==> config.mk <==
export PLATFORM = sky130hd
export DESIGN_NAME = bus_control_config_regs
export DESIGN_NICKNAME = d
export VERILOG_FILES = /design/src/include/bcc_pkg.sv /design/src/rtl/bcc_regs.sv /design/src/rtl/bcc_space_decode.sv /design/src/rtl/bus_control_config_regs.sv
export SDC_FILE = /design/constraint.sdc
export NUM_CORES = 1
export LEC_CHECK = 0
export ABC_AREA = 1
export BUFFER_PORTS_ARGS = -buffer_cell sky130_fd_sc_hd__buf_4
export CAP_MARGIN = 20
export CORE_MARGIN = 1.5
export CORE_UTILIZATION = 45
export CTS_CLUSTER_DIAMETER = 50
export DETAILED_ROUTE_END_ITERATION = 8
export PLACE_DENSITY = 0.69
export SETUP_SLACK_MARGIN = 0.4
export SLEW_MARGIN = 20
export SYNTH_ARGS = -nofsm -noshare
export SYNTH_HDL_FRONTEND = slang
export SYNTH_SLANG_ARGS = --single-unit
==> constraint.sdc <==
create_clock -name pclk -period 4.8 [get_ports pclk]
set_clock_uncertainty 0.05 [all_clocks]
set_input_delay 0.24 -clock pclk [delete_from_list [all_inputs] [get_ports pclk]]
set_output_delay 0.24 -clock pclk [all_outputs]
set_load 0.02 [all_outputs]
==> src/include/bcc_pkg.sv <==
// shared constants, types and helpers for the bus control configuration block
package bcc_pkg;

  localparam int unsigned ADDR_W   = 24;
  localparam int unsigned PADDR_W  = 8;
  localparam int unsigned AREAS    = 8;
  localparam int unsigned AREA_LSB = 21;

  // register byte addresses on the apb bus
  localparam logic [PADDR_W-1:0] OFS_BUS_CTRL_UPPER = 8'h00;
  localparam logic [PADDR_W-1:0] OFS_BUS_CTRL_LOWER = 8'h04;

  localparam logic [7:0] RST_BUS_CTRL_UPPER = 8'hd0;
  localparam logic [7:0] RST_BUS_CTRL_LOWER = 8'h3c;

  // upper register fields
  localparam int unsigned BIT_IDLE_CROSS_AREA_READ = 7;
  localparam int unsigned BIT_IDLE_READ_WRITE      = 6;
  localparam int unsigned BIT_AREA0_BURST_ENABLE   = 5;
  localparam int unsigned BIT_BURST_CYCLE_LEN      = 4;
  localparam int unsigned BIT_BURST_WORD_MAX       = 3;
  // lower register fields
  localparam int unsigned BIT_BUS_RELEASE_ENABLE   = 7;
  localparam int unsigned BIT_REQ_DROP_OUT_ENABLE  = 6;
  localparam int unsigned BIT_EXT_ADDR_WINDOW_EN   = 5;
  localparam int unsigned BIT_WAIT_PIN_ENABLE      = 0;

  // external address window
  localparam logic [ADDR_W-1:0] WIN_LO = 24'h010000;
  localparam logic [ADDR_W-1:0] ROM_HI = 24'h01ffff;
  localparam logic [ADDR_W-1:0] WIN_HI = 24'h03ffff;

  // wait timing in states of pclk, burst limits in words, word size in bytes
  localparam logic [1:0] PROG_WAITS_RST = 2'h3;
  localparam logic [3:0] BURST_WORDS_SHORT = 4'h4;
  localparam logic [3:0] BURST_WORDS_LONG  = 4'h8;
  localparam int unsigned WORD_BYTES = 2;

  typedef struct packed {
    logic idle_cross_area_read;
    logic idle_read_write;
    logic area0_burst_enable;
    logic burst_cycle_len;
    logic burst_word_max;
    logic bus_release_enable;
    logic req_drop_out_enable;
    logic ext_addr_window_enable;
    logic wait_pin_enable;
  } cfg_t;

  typedef enum logic [1:0] {
    SPACE_EXT  = 2'b00,
    SPACE_ROM  = 2'b01,
    SPACE_RSVD = 2'b10
  } space_t;

  typedef struct packed {
    logic              valid;
    logic              write;
    logic [ADDR_W-1:0] addr;
  } ext_req_t;

  typedef struct packed {
    logic               psel;
    logic               penable;
    logic               pwrite;
    logic [PADDR_W-1:0] paddr;
    logic [31:0]        pwdata;
  } apb_req_t;

  typedef struct packed {
    logic [31:0] prdata;
    logic        pready;
    logic        pslverr;
  } apb_rsp_t;

  typedef enum logic [2:0] {
    ST_IDLE     = 3'b000,
    ST_GAP      = 3'b001,
    ST_T1       = 3'b010,
    ST_T2       = 3'b011,
    ST_TW       = 3'b100,
    ST_T3       = 3'b101,
    ST_BURST    = 3'b110,
    ST_RELEASED = 3'b111
  } seq_state_t;

  function automatic logic [2:0] area_of(input logic [ADDR_W-1:0] a);
    area_of = a[ADDR_W-1:AREA_LSB];
  endfunction : area_of

endpackage : bcc_pkg

==> src/rtl/bcc_regs.sv <==
// apb slave holding the two bus control registers
`timescale 1ns/1ns
module bcc_regs (
  input  wire logic              pclk,
  input  wire logic              presetn,
  input  wire logic              hw_standby,
  input  wire bcc_pkg::apb_req_t apb_in,
  output bcc_pkg::apb_rsp_t      apb_out,
  output bcc_pkg::cfg_t          cfg
);
  import bcc_pkg::*;

  logic [7:0] upper_ff;
  logic [7:0] lower_ff;
  logic       setup;
  logic       hit_upper;
  logic       hit_lower;
  logic       wr_now;

  assign setup     = apb_in.psel && !apb_in.penable;
  assign hit_upper = apb_in.paddr == OFS_BUS_CTRL_UPPER;
  assign hit_lower = apb_in.paddr == OFS_BUS_CTRL_LOWER;
  // write lands at the edge where pready is sampled high
  assign wr_now    = apb_in.psel && apb_in.penable && apb_out.pready && apb_in.pwrite;

  // software standby is not an input here, so contents simply persist through it
  always_ff @(posedge pclk or negedge presetn) begin
    if (!presetn) begin
      upper_ff <= RST_BUS_CTRL_UPPER;
      lower_ff <= RST_BUS_CTRL_LOWER;
    end else if (hw_standby) begin
      upper_ff <= RST_BUS_CTRL_UPPER;
      lower_ff <= RST_BUS_CTRL_LOWER;
    end else if (wr_now) begin
      // reserved bits are kept as plain storage
      if (hit_upper) upper_ff <= apb_in.pwdata[7:0];
      if (hit_lower) lower_ff <= apb_in.pwdata[7:0];
    end
  end

  // one wait-free access phase: ready raised for the cycle after setup
  always_ff @(posedge pclk or negedge presetn) begin
    if (!presetn) begin
      apb_out <= '0;
    end else if (setup) begin
      apb_out.pready  <= 1'b1;
      apb_out.pslverr <= !(hit_upper || hit_lower);
      apb_out.prdata  <= hit_upper ? {24'h000000, upper_ff} :
                         hit_lower ? {24'h000000, lower_ff} : 32'h00000000;
    end else begin
      apb_out <= '0;
    end
  end

  always_comb begin
    cfg.idle_cross_area_read   = upper_ff[BIT_IDLE_CROSS_AREA_READ];
    cfg.idle_read_write        = upper_ff[BIT_IDLE_READ_WRITE];
    cfg.area0_burst_enable     = upper_ff[BIT_AREA0_BURST_ENABLE];
    cfg.burst_cycle_len        = upper_ff[BIT_BURST_CYCLE_LEN];
    cfg.burst_word_max         = upper_ff[BIT_BURST_WORD_MAX];
    cfg.bus_release_enable     = lower_ff[BIT_BUS_RELEASE_ENABLE];
    cfg.req_drop_out_enable    = lower_ff[BIT_REQ_DROP_OUT_ENABLE];
    cfg.ext_addr_window_enable = lower_ff[BIT_EXT_ADDR_WINDOW_EN];
    cfg.wait_pin_enable        = lower_ff[BIT_WAIT_PIN_ENABLE];
  end

endmodule : bcc_regs

==> src/rtl/bcc_space_decode.sv <==
// classifies an address as external, on-chip rom or reserved
`timescale 1ns/1ns
module bcc_space_decode (
  input  wire logic [bcc_pkg::ADDR_W-1:0] addr,
  input  wire logic                       ext_addr_window_enable,
  input  wire logic                       expanded_mode,
  output bcc_pkg::space_t                 space
);
  import bcc_pkg::*;

  logic in_win;
  logic in_rom;

  assign in_win = addr >= WIN_LO && addr <= WIN_HI;
  assign in_rom = addr >= WIN_LO && addr <= ROM_HI;

  always_comb begin
    if (!expanded_mode) begin
      space = in_rom && !ext_addr_window_enable ? SPACE_ROM : SPACE_RSVD;
    end else if (in_win && !ext_addr_window_enable) begin
      space = in_rom ? SPACE_ROM : SPACE_RSVD;
    end else begin
      space = SPACE_EXT;
    end
  end

endmodule : bcc_space_decode

==> src/rtl/bus_control_config_regs.sv <==
// bus control registers and the external cycle sequencer they steer
`timescale 1ns/1ns
module bus_control_config_regs (
  input  wire logic                       pclk,
  input  wire logic                       presetn,
  input  wire logic                       hw_standby,
  input  wire logic                       expanded_mode,
  input  wire logic                       psel,
  input  wire logic                       penable,
  input  wire logic                       pwrite,
  input  wire logic [bcc_pkg::PADDR_W-1:0] paddr,
  input  wire logic [31:0]                pwdata,
  output logic      [31:0]                prdata,
  output logic                            pready,
  output logic                            pslverr,
  input  wire bcc_pkg::ext_req_t          int_req,
  output logic                            int_ack,
  output logic                            int_fault,
  input  wire logic                       wait_n,
  input  wire logic                       ext_master_request_n,
  output logic                            bus_ack_n,
  output logic                            bus_ack_oe,
  output logic                            request_drop_n,
  output logic                            request_drop_oe,
  output logic      [bcc_pkg::AREAS-1:0]  area_select_n,
  output logic      [bcc_pkg::ADDR_W-1:0] ext_addr,
  output logic                            ext_rd_n,
  output logic                            ext_wr_n,
  output logic                            area0_burst_mode
);
  import bcc_pkg::*;

  apb_req_t   apb_in;
  apb_rsp_t   apb_out;
  cfg_t       cfg;
  cfg_t       cyc_cfg_ff;
  space_t     space;
  seq_state_t state_ff;
  seq_state_t nxt_state;

  logic [ADDR_W-1:0] addr_ff;
  logic              write_ff;
  logic [2:0]        area_ff;
  logic [1:0]        wait_cnt_ff;
  logic              burst_step_ff;
  logic [3:0]        burst_cnt_ff;
  logic              last_read_ff;
  logic [2:0]        last_area_ff;
  logic              last_valid_ff;
  logic              burst_open_ff;
  logic [ADDR_W-1:0] burst_next_ff;
  logic              need_gap;
  logic              can_burst;
  logic              ext_start;
  logic              release_req;
  logic              ack_ff;
  logic              fault_ff;
  logic              bus_ack_n_ff;
  logic              drop_n_ff;
  logic              drop_oe_ff;
  logic              ack_oe_ff;
  logic [AREAS-1:0]  sel_n_ff;
  logic              rd_n_ff;
  logic              wr_n_ff;
  logic              burst_mode_ff;
  logic [3:0]        burst_limit;

  assign apb_in.psel    = psel;
  assign apb_in.penable = penable;
  assign apb_in.pwrite  = pwrite;
  assign apb_in.paddr   = paddr;
  assign apb_in.pwdata  = pwdata;
  assign prdata         = apb_out.prdata;
  assign pready         = apb_out.pready;
  assign pslverr        = apb_out.pslverr;

  bcc_regs u_regs (
    .pclk       (pclk),
    .presetn    (presetn),
    .hw_standby (hw_standby),
    .apb_in     (apb_in),
    .apb_out    (apb_out),
    .cfg        (cfg)
  );

  // software must keep clear of reserved space; such requests are refused with a fault
  bcc_space_decode u_decode (
    .addr                   (int_req.addr),
    .ext_addr_window_enable (cfg.ext_addr_window_enable),
    .expanded_mode          (expanded_mode),
    .space                  (space)
  );

  // burst limit follows the settings latched for the running burst
  assign burst_limit = cyc_cfg_ff.burst_word_max ? BURST_WORDS_LONG : BURST_WORDS_SHORT;

  // a new request starts an external cycle only from idle and when no ack is pending
  assign ext_start   = state_ff == ST_IDLE && int_req.valid && !ack_ff && space == SPACE_EXT;
  assign release_req = cfg.bus_release_enable && !ext_master_request_n;

  always_comb begin
    need_gap = 1'b0;
    if (last_valid_ff && last_read_ff) begin
      if (!int_req.write && cfg.idle_cross_area_read
          && area_of(int_req.addr) != last_area_ff) begin
        need_gap = 1'b1;
      end
      if (int_req.write && cfg.idle_read_write) begin
        need_gap = 1'b1;
      end
    end
  end

  // a follow-on read of the next word in the open area-0 burst takes the short cycle
  assign can_burst = burst_open_ff && cfg.area0_burst_enable && !int_req.write
                     && area_of(int_req.addr) == 3'h0 && int_req.addr == burst_next_ff
                     && burst_cnt_ff < burst_limit;

  always_comb begin
    nxt_state = state_ff;
    unique case (state_ff)
      ST_IDLE: begin
        if (release_req && !ext_start) begin
          nxt_state = ST_RELEASED;
        end else if (ext_start) begin
          if (need_gap) nxt_state = ST_GAP;
          else if (can_burst) nxt_state = ST_BURST;
          else nxt_state = ST_T1;
        end
      end
      ST_GAP:      nxt_state = ST_T1;
      ST_T1:       nxt_state = ST_T2;
      ST_T2: begin
        if (wait_cnt_ff != 2'h0) nxt_state = ST_TW;
        else if (cyc_cfg_ff.wait_pin_enable && !wait_n) nxt_state = ST_TW;
        else nxt_state = ST_T3;
      end
      ST_TW: begin
        if (wait_cnt_ff > 2'h1) nxt_state = ST_TW;
        else if (cyc_cfg_ff.wait_pin_enable && !wait_n) nxt_state = ST_TW;
        else nxt_state = ST_T3;
      end
      ST_T3:       nxt_state = ST_IDLE;
      ST_BURST: begin
        if (cyc_cfg_ff.burst_cycle_len && !burst_step_ff) nxt_state = ST_BURST;
        else nxt_state = ST_IDLE;
      end
      ST_RELEASED: begin
        if (!release_req) nxt_state = ST_IDLE;
      end
    endcase
  end

  always_ff @(posedge pclk or negedge presetn) begin
    if (!presetn) state_ff <= ST_IDLE;
    else          state_ff <= nxt_state;
  end

  // settings are frozen at cycle start so a mid-cycle write cannot disturb it
  always_ff @(posedge pclk or negedge presetn) begin
    if (!presetn) begin
      cyc_cfg_ff <= '0;
      addr_ff    <= '0;
      write_ff   <= 1'b0;
      area_ff    <= 3'h0;
    end else if (ext_start) begin
      cyc_cfg_ff <= cfg;
      addr_ff    <= int_req.addr;
      write_ff   <= int_req.write;
      area_ff    <= area_of(int_req.addr);
    end
  end

  // programmed waits counted down first; the pin only extends after they run out
  always_ff @(posedge pclk or negedge presetn) begin
    if (!presetn) begin
      wait_cnt_ff <= 2'h0;
    end else if (state_ff == ST_T1) begin
      wait_cnt_ff <= PROG_WAITS_RST;
    end else if (state_ff == ST_TW && wait_cnt_ff != 2'h0) begin
      wait_cnt_ff <= wait_cnt_ff - 2'h1;
    end
  end

  always_ff @(posedge pclk or negedge presetn) begin
    if (!presetn) burst_step_ff <= 1'b0;
    else          burst_step_ff <= state_ff == ST_BURST && !burst_step_ff;
  end

  // burst bookkeeping: a full area-0 read opens a burst, short reads extend it
  always_ff @(posedge pclk or negedge presetn) begin
    if (!presetn) begin
      burst_open_ff <= 1'b0;
      burst_cnt_ff  <= 4'h0;
      burst_next_ff <= '0;
    end else if (state_ff == ST_T3 || (state_ff == ST_BURST && nxt_state == ST_IDLE)) begin
      burst_open_ff <= cyc_cfg_ff.area0_burst_enable && !write_ff && area_ff == 3'h0;
      burst_cnt_ff  <= state_ff == ST_T3 ? 4'h1 : burst_cnt_ff + 4'h1;
      burst_next_ff <= addr_ff + ADDR_W'(WORD_BYTES);
    end else if (ext_start && !can_burst) begin
      burst_open_ff <= 1'b0;
    end
  end

  // history of the previous external cycle for idle insertion
  always_ff @(posedge pclk or negedge presetn) begin
    if (!presetn) begin
      last_valid_ff <= 1'b0;
      last_read_ff  <= 1'b0;
      last_area_ff  <= 3'h0;
    end else if (state_ff == ST_T3 || (state_ff == ST_BURST && nxt_state == ST_IDLE)) begin
      last_valid_ff <= 1'b1;
      last_read_ff  <= !write_ff;
      last_area_ff  <= area_ff;
    end else if (state_ff == ST_RELEASED) begin
      last_valid_ff <= 1'b0;
    end
  end

  // acknowledge to the internal master; non-external targets answer at once unless a bus release is requested or in progress
  always_ff @(posedge pclk or negedge presetn) begin
    if (!presetn) begin
      ack_ff   <= 1'b0;
      fault_ff <= 1'b0;
    end else if (ack_ff) begin
      ack_ff   <= 1'b0;
      fault_ff <= 1'b0;
    end else if (state_ff == ST_IDLE && int_req.valid && space != SPACE_EXT
                 && !release_req) begin
      ack_ff   <= 1'b1;
      fault_ff <= space == SPACE_RSVD;
    end else begin
      ack_ff   <= state_ff == ST_T3 || (state_ff == ST_BURST && nxt_state == ST_IDLE);
      fault_ff <= 1'b0;
    end
  end

  // strobes and selects: selects and read strobe active through t1 to t3 and burst states, write strobe only from t2 to t3
  always_ff @(posedge pclk or negedge presetn) begin
    if (!presetn) begin
      sel_n_ff <= '1;
      rd_n_ff  <= 1'b1;
      wr_n_ff  <= 1'b1;
    end else begin
      sel_n_ff <= '1;
      rd_n_ff  <= 1'b1;
      wr_n_ff  <= 1'b1;
      if (nxt_state inside {ST_T1, ST_T2, ST_TW, ST_T3, ST_BURST}) begin
        sel_n_ff[nxt_state == ST_T1 || (state_ff == ST_IDLE && nxt_state == ST_BURST)
                 ? area_of(int_req.addr) : area_ff] <= 1'b0;
        if (nxt_state != ST_T1 && nxt_state != ST_BURST && write_ff) begin
          wr_n_ff <= 1'b0;
        end else if (!(nxt_state == ST_T1 ? int_req.write : write_ff)) begin
          rd_n_ff <= 1'b0;
        end
      end
    end
  end

  always_ff @(posedge pclk or negedge presetn) begin
    if (!presetn) ext_addr <= '0;
    else if (ext_start) ext_addr <= int_req.addr;
  end

  // bus release handshake pins; as general i/o they are left undriven
  always_ff @(posedge pclk or negedge presetn) begin
    if (!presetn) begin
      bus_ack_n_ff <= 1'b1;
      ack_oe_ff    <= 1'b0;
      drop_n_ff    <= 1'b1;
      drop_oe_ff   <= 1'b0;
    end else begin
      ack_oe_ff    <= cfg.bus_release_enable;
      bus_ack_n_ff <= nxt_state != ST_RELEASED;
      drop_oe_ff   <= cfg.bus_release_enable && cfg.req_drop_out_enable;
      drop_n_ff    <= !(cfg.bus_release_enable && cfg.req_drop_out_enable
                        && state_ff == ST_RELEASED
                        && int_req.valid && space == SPACE_EXT);
    end
  end

  always_ff @(posedge pclk or negedge presetn) begin
    if (!presetn) burst_mode_ff <= 1'b0;
    else          burst_mode_ff <= cfg.area0_burst_enable;
  end

  assign int_ack          = ack_ff;
  assign int_fault        = fault_ff;
  assign bus_ack_n        = bus_ack_n_ff;
  assign bus_ack_oe       = ack_oe_ff;
  assign request_drop_n   = drop_n_ff;
  assign request_drop_oe  = drop_oe_ff;
  assign area_select_n    = sel_n_ff;
  assign ext_rd_n         = rd_n_ff;
  assign ext_wr_n         = wr_n_ff;
  assign area0_burst_mode = burst_mode_ff;

endmodule : bus_control_config_regs

==> summary.txt <==
Floorplan
  • Boundary Pins: 150
  • Die ar.: 13900 um^2
  • Starting density of the core: 46.5%
  • Die X: 118 um
  • Core ar.: 12800 um^2
  • Die Height: 118 um
  • Core Rows: 41

Logic synthesis
  • EDFF count, synth: 0
  • Post-Syn Area: 5940 um^2
  • Share of the yosys chip area belonging to registers: 47.6%
  • Post-synth top area cell: dfrtp_1
  • Async S/R FF share, synth: 100%
  • Top cells by area, synth: dfrtp_1 39%, nand2_1 17%, dfstp_2 8.4%, inv_1 5.1%, nand3_1 4.4%
  • Yosys Warn Count: 0
  • Synth top cells by count: 264 x nand2_1, 93 x dfrtp_1, 81 x inv_1
  • Ys flop type: dfrtp_1
  • FF+latch count, synth: 112
  • Mapped Cells: 755
  • Most common cell in the synthesized netlist: nand2_1
  • Avg Inst Size Synth: around 7.9 um^2
  • Library cells used by synthesis: 38
  • Post-synth top area share: 39.2%

Power and ir drop
  • Cell leakage power: 3.63 nW
  • Peak supply drop: ~0.32 mV
  • Pwr Total: 3.92 mW
  • Power per cell area: between 500 and 600 nW/um^2

Setup path
  • Crit path required time: 5.03 ns
  • Worst Path Class, Setup: flop to flop
  • Worst Path Max Fanout: 36
  • CP Cell Sequence: nor2_1 > nand2_1 > nor2_1 > nand2_1 > nand3_4 > inv_2 > nand2_1 > nand2_2 > nand3_4 > nand2_2 > nand2_1 > nand2_1
  • Startpoint Class: flop
  • Crit. End Element: flop
  • Cell repeated most along the worst path: nand2_1
  • Slowest cell on crit path: nand2_2
  • Bufs and invs on worst path: 1
  • Critical Path Max Stage Delay: 0.61 ns
  • Crit path DAT: roughly 3.2 ns
  • Delay-heaviest family, CP: simple AND/OR/NAND/NOR gates

CTS
  • Root Buffer: clkbuf_16
  • Worst-case clock buffer depth: 2
  • Clk slew on worst S/H paths: 0.07 ns
  • Clk Latency, worst-skew pair: 0.35 ns
  • Post-CTS Setup Inserts: 0
  • Htree depth: 3
  • Clock Sinks: 112
  • CTS tree: done
  • TritonCTS Buffers: 9

Route
  • Routed wire length: 13.1 mm
  • Routed vias/inst: 4.73
  • Initial drt markers: between 300 and 400
  • Pre-antenna DRT Iters: 5
  • WL/cell: 12.7 um
  • DRC errors left: 0
  • ANT nets after route: 0
  • DR vias: 4869

Worst hold path
  • Hold Crit Class: input port to flop

Timing
  • Worst-margin pin slew: 0.762 ns
  • Setup violators final: 0
  • Post-route clock period utilization: ~62%
  • Max-slew violation count: 0
  • FMAX: 335 MHz
  • RSZ-0062 raised after global routing: no
  • Tmin final: about 3.0 ns
  • Final hold slack: 0.00984 ns
  • Final Hold Viols: 0
  • Max_slew headroom: 49.2%
  • Setup TNS: 0 ns

Place
  • GP Congestion: approximately 0.8
  • Dpl cells: 1012
  • Post-DP HPWL: ~9.4 mm
  • Port Buf Inserts: 101

Layout
  • Layout area overhead: 18.8%
  • Share of post-route cells with drive strength above 1: 19.8%
  • Nets: slightly above 900
  • Antenna cells: 0
  • # fillers: 1215
  • Final instance count without filler cells: 1029

GRT
  • First-pass GRT wire length: approximately 22 mm
  • Largest net degree at the start of global routing: slightly below 90
  • GRT Residual Overflow: 0
  • Number of antenna violations at the first check in global routing: 0
  • Vias in the first global route: 4494
  • GRT Util Overall: 19.8%

Flow run
  • Max-cap violations: 0

Run status
  • Status: complete, no violations
## placed cells by master (no fill, tap or decap), types with 18 or more instances in the layout
cell type    n
nand2_1    264
dfrtp_1     93
nand3_1     52
inv_1       81
o21ai_0     42
buf_4      104
dfstp_2     19
conb_1      24
nor2_1      50
xnor2_1     18
## state kept, by name, summed over array words and instances (netlist names), 2 cells and up
register,flops
burst_cnt_ff,4
burst_next_ff,24
ext_addr,21
area_select_n,8
wait_cnt_ff,2
u_regs.lower_ff,8
last_area_ff,3
state_ff,3
area_ff,3
cyc_cfg_ff,4
u_regs.apb_out,10
u_regs.upper_ff,8
## cells by family (layout without fill, tap and decap cells)
family	count (synthesis)	count (layout)	synth area share (%)
and+or+nand+nor	408	408	29.9
buffers and inverters	130	209	10.5
DFF	112	112	47.6
AOI/OAI and AO/OA	66	66	6.07
xor gates and xnor gates	33	33	4.87
adders and majority gates	5	5	1.05
other	1	24	0.0631
## final cells by class
| type | count | area [um^2] | share of cell area, % |
|---|---|---|---|
| clock buffer | 14 | 264 | 3.74 |
| clock inverter | 2 | 37.5 | 0.532 |
| inverter | 87 | 332 | 4.70 |
| multi-input combinational | 536 | 2580 | 36.5 |
| sequential | 112 | 2830 | 40.1 |
| tap | 172 | 215 | 3.05 |
| timing repair buffer | 106 | 802 | 11.4 |
## repair_timing
action	in CTS	in global routing
hold buffers	0	1
gates resized for setup	0	0
endpoints found under the hold margin	0	67
## report_power, final
| part | total [mW] | internal (mW) | leakage (nW) | switching [mW] |
|---|---|---|---|---|
| clock network | 0.760 | 0.434 | 0.143 | 0.325 |
| logic | 1.64 | 0.616 | 2.09 | 1.02 |
| registers | 1.52 | 1.25 | 1.40 | 0.269 |
| total | 3.92 | 2.31 | 3.63 | 1.62 |
## per-stage QoR
stage	area [um^2]	util [%]	setup WS (ns)
2_1_floorplan	6030	-	2.73
4_1_cts	7040	55.1	1.77
3_3_place_gp	6740	52.7	1.61
6_report	7060	55.2	1.81
3_5_place_dp	6740	52.7	1.64
5_1_grt	7060	55.2	1.51
## routing by layer
layer  global-route usage (%)  vias up  share of wire [%]
met5                        0        -                  0
met4                     6.55        0                1.4
met3                     3.20       13                4.2
met2                     32.5      114                 48
met1                     26.8     2249                 47
li1                         -     2493                  -
## path summary, 6_finish.rpt
path	startpoint	depth (start not counted)	slack, ns	end
min in group asynchronous	presetn	2	0.46	ext_addr[3]$_DFFE_PN0N_
setup / recovery	u_regs.lower_ff[5]$_DFFE_PN1P_	12	1.81	burst_next_ff[13]$_DFFE_PN0P_
max in group asynchronous	presetn	3	3.34	burst_next_ff[21]$_DFFE_PN0P_
hold reg to reg	burst_step_ff$_DFF_PN0_	1	0.37	burst_step_ff$_DFF_PN0_
setup reg to reg	u_regs.lower_ff[5]$_DFFE_PN1P_	12	1.81	burst_next_ff[13]$_DFFE_PN0P_
hold / removal	penable	2	0.01	u_regs.apb_out[1]$_DFF_PN0_
No activity file was read; power rests on OpenSTA's default activity.
